### config.mk
export PLATFORM = sky130hd
export DESIGN_NAME = bkrc_regfile
export DESIGN_NICKNAME = d
export VERILOG_FILES = /design/src/core/bkrc_pkg.sv /design/src/core/bkrc_regfile.sv /design/src/core/bkrc_fuse_loader.sv
export VERILOG_INCLUDE_DIRS = /design/src /design/src/core
export SDC_FILE = /design/constraint.sdc
export NUM_CORES = 1
export LEC_CHECK = 0
export ABC_AREA = 1
export ABC_CLOCK_PERIOD_IN_PS = 1700
export BUFFER_PORTS_ARGS = -buffer_cell sky130_fd_sc_hd__buf_2
export CORE_AREA = 3 3 98 100
export CTS_CLUSTER_DIAMETER = 50
export DETAILED_ROUTE_END_ITERATION = 7
export DIE_AREA = 0 0 101 103
export MAX_ROUTING_LAYER = met4
export PLACE_DENSITY = 0.78
export SLEW_MARGIN = 20
export SYNTH_ARGS = -nofsm -noshare
export SYNTH_HDL_FRONTEND = slang
export SYNTH_SLANG_ARGS = --single-unit
### constraint.sdc
create_clock -name clock -period 1.7 [get_ports clock]
set_clock_uncertainty 0.05 [all_clocks]
set_input_delay 0.085 -clock clock [delete_from_list [all_inputs] [get_ports clock]]
set_output_delay 0.085 -clock clock [all_outputs]
set_load 0.01 [all_outputs]
### src/core/bkrc_regs.svh
// Offsets, field positions, reset values and timing counts of the buck register bank.
// Assumes an APB master with 32-bit data; each register index takes one word.
// What this block does
// - Second buck sleep voltage is a six-bit code; bits 7:6 unused.
// - Sleep voltage code loads the same fuse value as the run code.
// - Fuse-backed fields load from fuses at start-up; all but the third run code and scheme select then stay host read/write.
// - Control bit 0 enables run mode; fuse-loaded; clearing turns the converter off in run mode.
// - Control bit 1 enables standby; default follows fuse run enable.
// - Control bit 2 enables the converter in sleep mode.
// - Control bit 3 selects low-power operation in standby or sleep.
// - Control bit 4 picks slew: 0 is step per 2 us, 1 per 4 us.
// - Slew select is ignored when fuse scaling scheme select is one.
// - Control bit 5 forces continuous conduction while scaling voltage down.
// - Control bit 6 forces PWM continuous conduction regardless of load.
// - Control bit 7 governs the discharge resistor at the feedback node when disabled.
// - Two-bit current limit code selects 1.0, 1.2, 1.5, 2.0 A; 00 at reset, then loaded from the fuses.
// - Third buck run voltage is a four-bit fuse code, read-only.
// - Second buck run voltage is a six-bit fuse code in its own register.
// - Discharge bit zero connects the resistor when disabled; one leaves it open.
`ifndef BKRC_REGS_SVH
`define BKRC_REGS_SVH
// Register indices; byte address is four times the index
`define BKRC_IDX_RUN_VOLT 8'h38
`define BKRC_IDX_SLEEP_VOLT 8'h3A
`define BKRC_IDX_CONTROL 8'h3B
`define BKRC_IDX_LIMIT 8'h3C
`define BKRC_IDX_THIRD_VOLT 8'h3E
`define BKRC_IDX_STATUS 8'h3F
// Control field positions
`define BKRC_CTL_RUN_EN 0
`define BKRC_CTL_STBY_EN 1
`define BKRC_CTL_SLEEP_EN 2
`define BKRC_CTL_LOW_PWR 3
`define BKRC_CTL_SLEW 4
`define BKRC_CTL_FPWM_DVS 5
`define BKRC_CTL_FPWM 6
`define BKRC_CTL_DIS_OFF 7
`define BKRC_LIM_TMODE 4
// Reset values before the fuse load
`define BKRC_RST_VOLT6 6'h00
`define BKRC_RST_VOLT4 4'h0
`define BKRC_RST_CONTROL 8'h00
`define BKRC_RST_LIMIT 2'h0
// Timing: fuse settle time and clock period
`define BKRC_CLK_PS 4000
`define BKRC_FUSE_SETTLE_NS 100
`define BKRC_FUSE_SETTLE_CYC ((`BKRC_FUSE_SETTLE_NS * 1000 + `BKRC_CLK_PS - 1) / `BKRC_CLK_PS)
`endif

### src/core/bkrc_pkg.sv
// Types of the buck register bank.
// Assumes nothing beyond a SystemVerilog compiler.
package bkrc_pkg;
    // Device power mode as seen on the mode pins
    typedef enum logic [1:0] {
        BKRC_MODE_RUN = 2'h0,
        BKRC_MODE_STANDBY = 2'h1,
        BKRC_MODE_SLEEP = 2'h2
    } bkrc_mode_t;
    // Fuse loader states, one-hot
    typedef enum logic [2:0] {
        BKRC_LD_IDLE = 3'h1,
        BKRC_LD_WAIT = 3'h2,
        BKRC_LD_DONE = 3'h4
    } bkrc_ld_state_t;
    // Fuse word layout
    typedef struct packed {
        logic schemeSel;
        logic [3:0] thirdVolt;
        logic [1:0] currentLimit;
        logic dischargeDisable;
        logic slewSelect;
        logic runEnable;
        logic [5:0] runVolt;
    } bkrc_fuse_t;
endpackage : bkrc_pkg

### src/core/bkrc_regfile.sv
// APB register bank for the second buck converter and the third buck run voltage.
// Assumes an APB master on the same clock and static fuse pins; mode pins may change and are synchronised.
//
// Design decision made here: register access over APB.
`timescale 1ns/100ps
`include "bkrc_regs.svh"
module bkrc_regfile
    import bkrc_pkg::*;
(
    // Clock and reset
    input wire logic clock,
    input wire logic reset_n,
    // APB slave
    input wire logic psel,
    input wire logic penable,
    input wire logic pwrite,
    input wire logic [9:0] paddr,
    input wire logic [31:0] pwdata,
    output logic [31:0] prdata,
    output logic pready,
    output logic pslverr,
    // Fuse and mode pins
    input wire logic [15:0] fusePins,
    input wire logic [1:0] powerModePins,
    // Converter controls
    output logic buckTwoOn,
    output logic lowPowerActive,
    output logic [5:0] targetVoltageCode,
    output logic slewSlow,
    output logic forcedPwmWhileScaling,
    output logic forcedPwm,
    output logic dischargeConnect,
    output logic [1:0] currentLimitCode,
    output logic toffControl,
    output logic [3:0] thirdRunVoltageCode
);
    bkrc_fuse_t fuseWord;
    logic loadPulse;
    logic loadDone;
    logic [1:0] modeMeta_r;
    logic [1:0] modeSync_r;
    bkrc_mode_t mode;
    logic [5:0] runVolt_r;
    logic [5:0] sleepVolt_r;
    logic [7:0] control_r;
    logic [1:0] limit_r;
    logic tmode_r;
    logic [3:0] thirdVolt_r;
    logic schemeSel_r;
    logic [31:0] readData;
    logic readMapped;
    logic apbSetup;
    logic apbWrite;
    logic [7:0] index;

    // Index from byte address, word aligned
    function automatic logic [7:0] addrIndex(input logic [9:0] addr);
        addrIndex = addr[9:2];
    endfunction : addrIndex

    // Known register index
    function automatic logic isMapped(input logic [9:0] addr);
        logic [7:0] idx;
        idx = addr[9:2];
        isMapped = (addr[1:0] == 2'h0) && (idx == `BKRC_IDX_RUN_VOLT ||
            idx == `BKRC_IDX_SLEEP_VOLT || idx == `BKRC_IDX_CONTROL ||
            idx == `BKRC_IDX_LIMIT || idx == `BKRC_IDX_THIRD_VOLT ||
            idx == `BKRC_IDX_STATUS);
    endfunction : isMapped

    // Fuse capture and start-up load
    bkrc_fuse_loader loader (
        .clock(clock),
        .reset_n(reset_n),
        .fusePins(fusePins),
        .fuseWord(fuseWord),
        .loadPulse(loadPulse),
        .loadDone(loadDone)
    );

    // Two-flop synchroniser on the mode pins
    always_ff @(posedge clock) begin
        modeMeta_r <= powerModePins;
        modeSync_r <= modeMeta_r;
    end

    assign mode = bkrc_mode_t'(modeSync_r);

    // APB decode
    assign index = addrIndex(paddr);
    assign apbSetup = psel && !penable;
    assign apbWrite = psel && penable && pwrite && isMapped(paddr);
    assign pready = psel && penable;

    // Run voltage code, fuse-backed
    always_ff @(posedge clock) begin
        if (!reset_n) begin
            runVolt_r <= `BKRC_RST_VOLT6;
        end else if (loadPulse) begin
            runVolt_r <= fuseWord.runVolt;
        end else if (apbWrite && index == `BKRC_IDX_RUN_VOLT) begin
            runVolt_r <= pwdata[5:0];
        end
    end

    // Sleep voltage code, loaded from the run code fuses
    always_ff @(posedge clock) begin
        if (!reset_n) begin
            sleepVolt_r <= `BKRC_RST_VOLT6;
        end else if (loadPulse) begin
            sleepVolt_r <= fuseWord.runVolt;
        end else if (apbWrite && index == `BKRC_IDX_SLEEP_VOLT) begin
            sleepVolt_r <= pwdata[5:0];
        end
    end

    // Control register; sleep enable and mode bits have no fuse
    always_ff @(posedge clock) begin
        if (!reset_n) begin
            control_r <= `BKRC_RST_CONTROL;
        end else if (loadPulse) begin
            control_r[`BKRC_CTL_RUN_EN] <= fuseWord.runEnable;
            control_r[`BKRC_CTL_STBY_EN] <= fuseWord.runEnable;
            control_r[`BKRC_CTL_SLEW] <= fuseWord.slewSelect;
            control_r[`BKRC_CTL_DIS_OFF] <= fuseWord.dischargeDisable;
        end else if (apbWrite && index == `BKRC_IDX_CONTROL) begin
            control_r <= pwdata[7:0];
        end
    end

    // Current limit and on/off-time control
    always_ff @(posedge clock) begin
        if (!reset_n) begin
            limit_r <= `BKRC_RST_LIMIT;
            tmode_r <= 1'b0;
        end else if (loadPulse) begin
            limit_r <= fuseWord.currentLimit;
        end else if (apbWrite && index == `BKRC_IDX_LIMIT) begin
            limit_r <= pwdata[1:0];
            tmode_r <= pwdata[`BKRC_LIM_TMODE];
        end
    end

    // Third buck run code and scheme select: fuse only
    always_ff @(posedge clock) begin
        if (!reset_n) begin
            thirdVolt_r <= `BKRC_RST_VOLT4;
            schemeSel_r <= 1'b0;
        end else if (loadPulse) begin
            thirdVolt_r <= fuseWord.thirdVolt;
            schemeSel_r <= fuseWord.schemeSel;
        end
    end

    // Read multiplexer; unused bits stay zero
    always_comb begin
        readData = 32'h0000_0000;
        readMapped = isMapped(paddr);
        case (index)
            `BKRC_IDX_RUN_VOLT: readData[5:0] = runVolt_r;
            `BKRC_IDX_SLEEP_VOLT: readData[5:0] = sleepVolt_r;
            `BKRC_IDX_CONTROL: readData[7:0] = control_r;
            `BKRC_IDX_LIMIT: begin
                readData[1:0] = limit_r;
                readData[`BKRC_LIM_TMODE] = tmode_r;
            end
            `BKRC_IDX_THIRD_VOLT: readData[3:0] = thirdVolt_r;
            `BKRC_IDX_STATUS: begin
                readData[0] = loadDone;
                readData[1] = schemeSel_r;
                readData[2] = (sleepVolt_r == runVolt_r);
            end
            default: readData = 32'h0000_0000;
        endcase
    end

    // Read data and error captured in the setup cycle
    always_ff @(posedge clock) begin
        if (!reset_n) begin
            prdata <= 32'h0000_0000;
            pslverr <= 1'b0;
        end else if (apbSetup) begin
            prdata <= (readMapped && !pwrite) ? readData : 32'h0000_0000;
            pslverr <= !readMapped;
        end
    end

    // Converter controls follow the registers and the mode
    always_ff @(posedge clock) begin
        if (!reset_n) begin
            buckTwoOn <= 1'b0;
            lowPowerActive <= 1'b0;
            targetVoltageCode <= 6'h00;
        end else begin
            case (mode)
                BKRC_MODE_RUN: begin
                    buckTwoOn <= control_r[`BKRC_CTL_RUN_EN];
                    lowPowerActive <= 1'b0;
                    targetVoltageCode <= runVolt_r;
                end
                BKRC_MODE_STANDBY: begin
                    buckTwoOn <= control_r[`BKRC_CTL_STBY_EN];
                    lowPowerActive <= control_r[`BKRC_CTL_LOW_PWR];
                    targetVoltageCode <= runVolt_r;
                end
                BKRC_MODE_SLEEP: begin
                    buckTwoOn <= control_r[`BKRC_CTL_SLEEP_EN];
                    lowPowerActive <= control_r[`BKRC_CTL_LOW_PWR];
                    targetVoltageCode <= sleepVolt_r;
                end
                default: begin
                    buckTwoOn <= 1'b0;
                    lowPowerActive <= 1'b0;
                    targetVoltageCode <= runVolt_r;
                end
            endcase
        end
    end

    // Switching mode, slew and discharge controls
    always_ff @(posedge clock) begin
        if (!reset_n) begin
            slewSlow <= 1'b0;
            forcedPwmWhileScaling <= 1'b0;
            forcedPwm <= 1'b0;
            dischargeConnect <= 1'b0;
            currentLimitCode <= 2'h0;
            toffControl <= 1'b0;
            thirdRunVoltageCode <= 4'h0;
        end else begin
            slewSlow <= control_r[`BKRC_CTL_SLEW] && !schemeSel_r;
            forcedPwmWhileScaling <= control_r[`BKRC_CTL_FPWM_DVS];
            forcedPwm <= control_r[`BKRC_CTL_FPWM];
            dischargeConnect <= !control_r[`BKRC_CTL_DIS_OFF] && !buckTwoOn;
            currentLimitCode <= limit_r;
            toffControl <= tmode_r;
            thirdRunVoltageCode <= thirdVolt_r;
        end
    end
endmodule : bkrc_regfile

### src/core/bkrc_fuse_loader.sv
// Fuse capture: synchronises the fuse pins and issues one load pulse after reset.
// Assumes fuse pins are static once settled; they come from outside the clock domain.
`timescale 1ns/100ps
`include "bkrc_regs.svh"
module bkrc_fuse_loader
    import bkrc_pkg::*;
(
    // Clock and reset
    input wire logic clock,
    input wire logic reset_n,
    // Fuse pins
    input wire logic [15:0] fusePins,
    // Captured fuse word and load strobe
    output bkrc_fuse_t fuseWord,
    output logic loadPulse,
    output logic loadDone
);
    localparam int unsigned SETTLE = `BKRC_FUSE_SETTLE_CYC;
    logic [15:0] fuseMeta_r;
    logic [15:0] fuseSync_r;
    logic [7:0] count_r;
    bkrc_ld_state_t state_r;

    // Two-flop synchroniser on the fuse pins
    always_ff @(posedge clock) begin
        fuseMeta_r <= fusePins;
        fuseSync_r <= fuseMeta_r;
    end

    // Wait for the settle time, then load once
    always_ff @(posedge clock) begin
        if (!reset_n) begin
            state_r <= BKRC_LD_IDLE;
            count_r <= 8'h00;
            loadPulse <= 1'b0;
        end else begin
            loadPulse <= 1'b0;
            case (state_r)
                BKRC_LD_IDLE: begin
                    count_r <= 8'h00;
                    state_r <= BKRC_LD_WAIT;
                end
                BKRC_LD_WAIT: begin
                    count_r <= count_r + 8'h01;
                    if (count_r == 8'(SETTLE - 1)) begin
                        loadPulse <= 1'b1;
                        state_r <= BKRC_LD_DONE;
                    end
                end
                BKRC_LD_DONE: state_r <= BKRC_LD_DONE;
                default: state_r <= BKRC_LD_IDLE;
            endcase
        end
    end

    // Fuse word re-registered from the synchroniser every cycle, sampled by the load
    always_ff @(posedge clock) begin
        if (!reset_n) begin
            fuseWord <= '0;
        end else begin
            fuseWord <= fuseSync_r;
        end
    end

    assign loadDone = (state_r == BKRC_LD_DONE);
endmodule : bkrc_fuse_loader

# Word-level counts from Yosys, hierarchy flattened
# Index checks and enable logic that the tools add are counted.
# totals
register_bits	144
latch_bits	0
mem_bits_rw	0
mem_bits_ro	0
in_bits	65
output_inout_bits	53
wordCells	108
memories	0
# op_classes
n_addsub	1
n_mul	0
div	0
magnitude_cmp	0
n_eq_ne	14
shift	0
mux	23
bitwise	1
reduce_logical	35
# ops
op	n
== test 8 x 6 -> 1 bit, second input constant	6
two-way mux 6 bit	5
two-way mux 8 bit	2
case mux 8 bit (2 select lines)	1
logical AND 1 bit	12
case mux 2 bit (6 select lines)	1
nonzero test 2 bit	5
case mux 3 bit (3 select lines)	1
adder 8 x 1 -> 8 bit, second input constant	1
== test 8 x 5 -> 1 bit, second input constant	1
two-way mux 2 bit	4
case mux 1 bit (4 select lines)	2
AND reduction 2 bit	4
== test 6 bit	1
logical NOT 1 bit	6
case mux 1 bit (3 select lines)	2
logical OR 1 bit	5
case mux 1 bit (5 select lines)	1
logical NOT 2 bit	2
== test 3 x 1 -> 1 bit, second input constant	1
== test 3 x 2 -> 1 bit, second input constant	1
== test 3 bit, second input constant	1
two-way mux 1 bit	3
two-way mux 3 bit	1
5 further kinds	5

# Logic depth before layout (Yosys ltp)
# logic_depth
word_depth	11
mapped_depth	10
depth_no_buf	10

# By module
# Synthesis repeated with hierarchy kept, for this count alone.
# unflattened
cells_unflattened	587
hier_area_um2	4689.5
# modules_own_cells
mod	n_inst	cells_each	area_each_um2
bkrc_regfile	1	411	2935.3
bkrc_fuse_loader	1	176	1754.2

# Worst setup path before layout
# OpenSTA, ideal clock, no wires.
# synth_path
path_kind	register to register
from	register loader.state_r[0]
to	register loader.count_r[7]
setup_time_ns	0.074
t_arrival_ns	1.179
setup_slack_ns	0.397
stages_incl_launch_ff	8
cell_sequence	dfxtp_1 -> nor3_4 -> inv_1 -> nor4_4 -> nand2_1 -> nand2_1 -> nand2_1 -> a31oi_1
# synth_via
elab_chain_len	2
word_cells_on_any_way	4
cone_classes	eq/ne (2); mux (1); reduce/logical (1)
# synth_lines
item	line_no	text
from (decl)	bkrc_fuse_loader.sv:22	bkrc_ld_state_t state_r;
from (signal assigned)	bkrc_fuse_loader.sv:33	state_r <= BKRC_LD_IDLE;
from (signal assigned)	bkrc_fuse_loader.sv:41	state_r <= BKRC_LD_WAIT;
from (signal assigned)	bkrc_fuse_loader.sv:47	state_r <= BKRC_LD_DONE;
== test 3 x 2 -> 1 bit or == test 3 x 1 -> 1 bit (tied branches)	bkrc_fuse_loader.sv:38	case (state_r)
case mux 8 bit (2 select lines) or nonzero test 2 bit (tied branches)	n/a	
to (signal assigned)	bkrc_fuse_loader.sv:44	count_r <= count_r + 8'h01;
to (decl)	bkrc_fuse_loader.sv:21	logic [7:0] count_r;
# Several ways; a longest one is shown, not always the timed one.
# A chain may end at the register's enable or synchronous reset.

# Worst setup path after layout
# layout_path
from	register loader.count_r[0]
to	register loader.count_r[6]
# layout_via
elab_chain_len	2
# layout_lines
item	line_no
adder 8 x 1 -> 8 bit	bkrc_fuse_loader.sv:44
case mux 8 bit (2 select lines)	bkrc_fuse_loader.sv:38
# Every way passes these cells.

==> summary.txt <==
CTS
  – CTS resizes: 0
  – Clk root buf: clkbuf_8
  – TritonCTS buffer count: 17
  – CTS Sinks: 120
  – Clock-pin transition on the worst setup and hold timing paths: 0.06 ns
  – Worst skew pair latency: 0.52 ns
  – H-tree depth: 4
  – CTS tree: done
  – CTS Buffer Depth: 2

GRT
  – Initial antenna violation count: 0
  – Vias in the first global route: 3663
  – Met2 Usage GRT: 35.09%
  – Largest net degree at the start of global routing: 54
  – GR Util met1: 24.06%
  – Layer carrying the most global-route usage: met2
  – First-pass GRT wire length: 16420 µm
  – Overflow after GRT: 0
  – Global Route met3 Usage: 4.263%
  – Total track usage: 20.82%

Yosys
  – Synth cell types: 37
  – Post-synth EDFFs: 0
  – Post-Synth Adder-Cell Area: 1.644%
  – Seq/Total Area, Yosys: 52.62%
  – Synth warnings: 0
  – Cells after synthesis: 560
  – Synth Area in Simple Gates: 23.02%
  – Ranking of synthesized cells by area: dfxtp_1 53%, nand2_1 11%, inv_1 5.6%, buf_4 4.1%, nor2_1 4.0%
  – Mean Syn Cell Area: 8.153 µm²
  – Most frequent cells after synthesis: 135 x nand2_1, 120 x dfxtp_1, 68 x inv_1, 49 x nor2_1, 36 x a21oi_1
  – Largest area contributor in the netlist: dfxtp_1
  – Synth Area in XOR/XNOR: 0.1918%
  – Top cell type's share of synthesized area: 52.62%
  – Commonest register cell after synthesis: dfxtp_1
  – Most frequent cell after synthesis: nand2_1
  – #FFs+latches synth: 120
  – Compound-Gate Fraction of Synth Area: 10.41%
  – Mux cell area share after synthesis: 0%
  – Combinational family with the most area after synthesis: simple AND/OR/NAND/NOR gates
  – Fraction of registers with async set/reset: 0%
  – Syn Std Cell Area: 4566 µm²

Layout
  – N_diodes: 0
  – Share of cells above drive strength 1: 18.24%
  – Fin nets: 738
  – Synth-to-Final Area Change: 27.32%
  – Multi-input logic area: 1700 µm²
  – Layout fillers: 652
  – Reg area: 2402 µm²

Power and ir drop
  – Max VDD drop: 0.0009966 V
  – Pwr Density: 1174 nW/µm²
  – Seq pwr share: 43.2%
  – Static leakage: 2.904 nW
  – Int Power: 5.272 mW
  – Clock power share: 51.5%
  – Sw Ratio: 22.76%
  – Combinational fraction of design power: 5.4%
  – Total Power Consumption: 6.825 mW
  – Net switching power: 1.553 mW

Critical path
  – Worst-case reg-to-reg path depth: 7
  – Startpoint class of the critical path: flop
  – CP Class: flop to flop
  – Critical Path AT: 1.81 ns
  – Crit. End Element: flop
  – CP max FO: 5
  – R2r setup slk: 0.26 ns
  – Required @ worst endpoint: 2.08 ns

Route
  – Routed via count: 3933
  – DRC: 0
  – Antenna Violating Nets Remaining: 0
  – DRT Wirelength: 10290 µm
  – Drt via density: 4.991
  – DRT iter0 DRCs: 281
  – Drt wl/cell: 13.06 µm
  – DRT Pass-1 Iters: 5

STA
  – Final setup vio count: 0
  – Minimum clock period: 1.435 ns
  – Tightest Pin Transition: 0.5431 ns
  – Fin. max-slew vios: 0
  – RSZ-0062 raised after global routing: no
  – TNS Setup: 0 ns
  – Max-slew headroom: 63.75%
  – Final worst-path cycle share: 84.43%
  – FMAX: 696.7 MHz
  – Fin. Hold Viols: 0

Floorplan
  – Die width: 101 µm
  – # IOs: 118
  – Row count: 34
  – Die Ht: 103 µm
  – Core area: 8763 µm²
  – Die area: 10400 µm²
  – Initial Utilization: 52.10%

Job
  – Max_cap viols: 0

Min path
  – Hold crit path type: input port to flop
  – Hold depth: 5

Outcome
  – Outcome: completed

Place
  – PortBufs: 69
  – RePlAce Congestion: 0.9097
  – Dpl hpwl: 6958 µm
[cells by family after synthesis]
| group | after synthesis |
|---|---|
| fa+ha+maj | 6 |
| buf+inv | 112 |
| other cells | 1 |
| compound gates | 84 |
| xor+xnor | 1 |
| flops | 120 |
| simple gates | 236 |
[cell usage in the layout, fill, tap and decap left out, types with 8 or more instances in the layout]
cell           count
a21oi_1           36
buf_2             69
buf_4              8
clkbuf_16         16
conb_1            24
dfxtp_1          120
dlygate4sd3_1     29
inv_1             68
nand2_1          135
nand3_1           29
nor2_1            49
nor3_1             8
o21ai_0           31
[sequential cells by signal (all words and copies together) (netlist names), 3 cells and up]
register / cells
prdata: 8
runVolt_r: 6
thirdVolt_r: 4
sleepVolt_r: 6
loader.fuseMeta_r: 16
loader.count_r: 8
loader.fuseWord: 16
loader.fuseSync_r: 16
control_r: 8
loader.state_r: 3
thirdRunVoltageCode: 4
targetVoltageCode: 6
[final timing paths]
path | end | from
setup / recovery | loader.count_r[6]$_SDFFE_PN0P_ | loader.count_r[0]$_SDFFE_PN0P_
hold / removal | control_r[6]$_SDFFE_PN0P_ | paddr[0]
setup reg to reg | loader.count_r[6]$_SDFFE_PN0P_ | loader.count_r[0]$_SDFFE_PN0P_
hold reg to reg | loader.fuseSync_r[7]$_DFF_P_ | loader.fuseMeta_r[7]$_DFF_P_
[layer usage]
metal,wire [µm],vias up,part of all wire (%)
met5,0,-,0
met3,774,25,7.5
met4,242,0,2.4
met1,4256,1780,41
met2,5017,178,49
li1,-,1950,-
[timing repair]
action	4_1_cts	5_1_grt
hold buffers	29	0
setup buffers	0	0
hold endpoints to repair	60	0
[power by group through the flow]
stage	logic [mW]	clock network [mW]	registers (mW)
3_5_place_dp	0.308	0	3.01
4_1_cts	0.363	3.53	2.95
3_3_place_gp	0.296	0	3.00
6_report	0.366	3.51	2.95
2_1_floorplan	0.228	0	3.00
5_1_grt	0.410	3.65	2.95
[cell type report]
cell class	count	area share, %
Clock buffer	20	7.835
Clock inverter	12	2.411
Inverter	70	4.542
Multi-Input combinational cell	351	29.25
Sequential cell	120	41.33
Tap cell	108	2.325
Timing Repair Buffer	107	12.31
[metrics by stage]
step           hold slack, ns  utilization, %  setup slack, ns  area [µm²]  instances
3_5_place_dp           0.1386           56.23           0.1635        4927        727
3_3_place_gp           0.1382           56.23           0.2223        4927        727
6_report              0.03024           66.33           0.2647        5813        788
2_1_floorplan         0.06272               -           0.3966        4652        583
4_1_cts              0.008885           66.33           0.2751        5813        788
5_1_grt               0.02863           66.33           0.1115        5813        788
[worst max-delay path: stages (launching register included)]
cell and delay (ns):
dfxtp_1 0.40, ha_1 0.22, nand2_1 0.08, nor2_1 0.09
inv_1 0.06, nor3_1 0.22, a21oi_1 0.06, a211oi_1 0.17
Note: power is estimated with default switching activity, not from simulation.
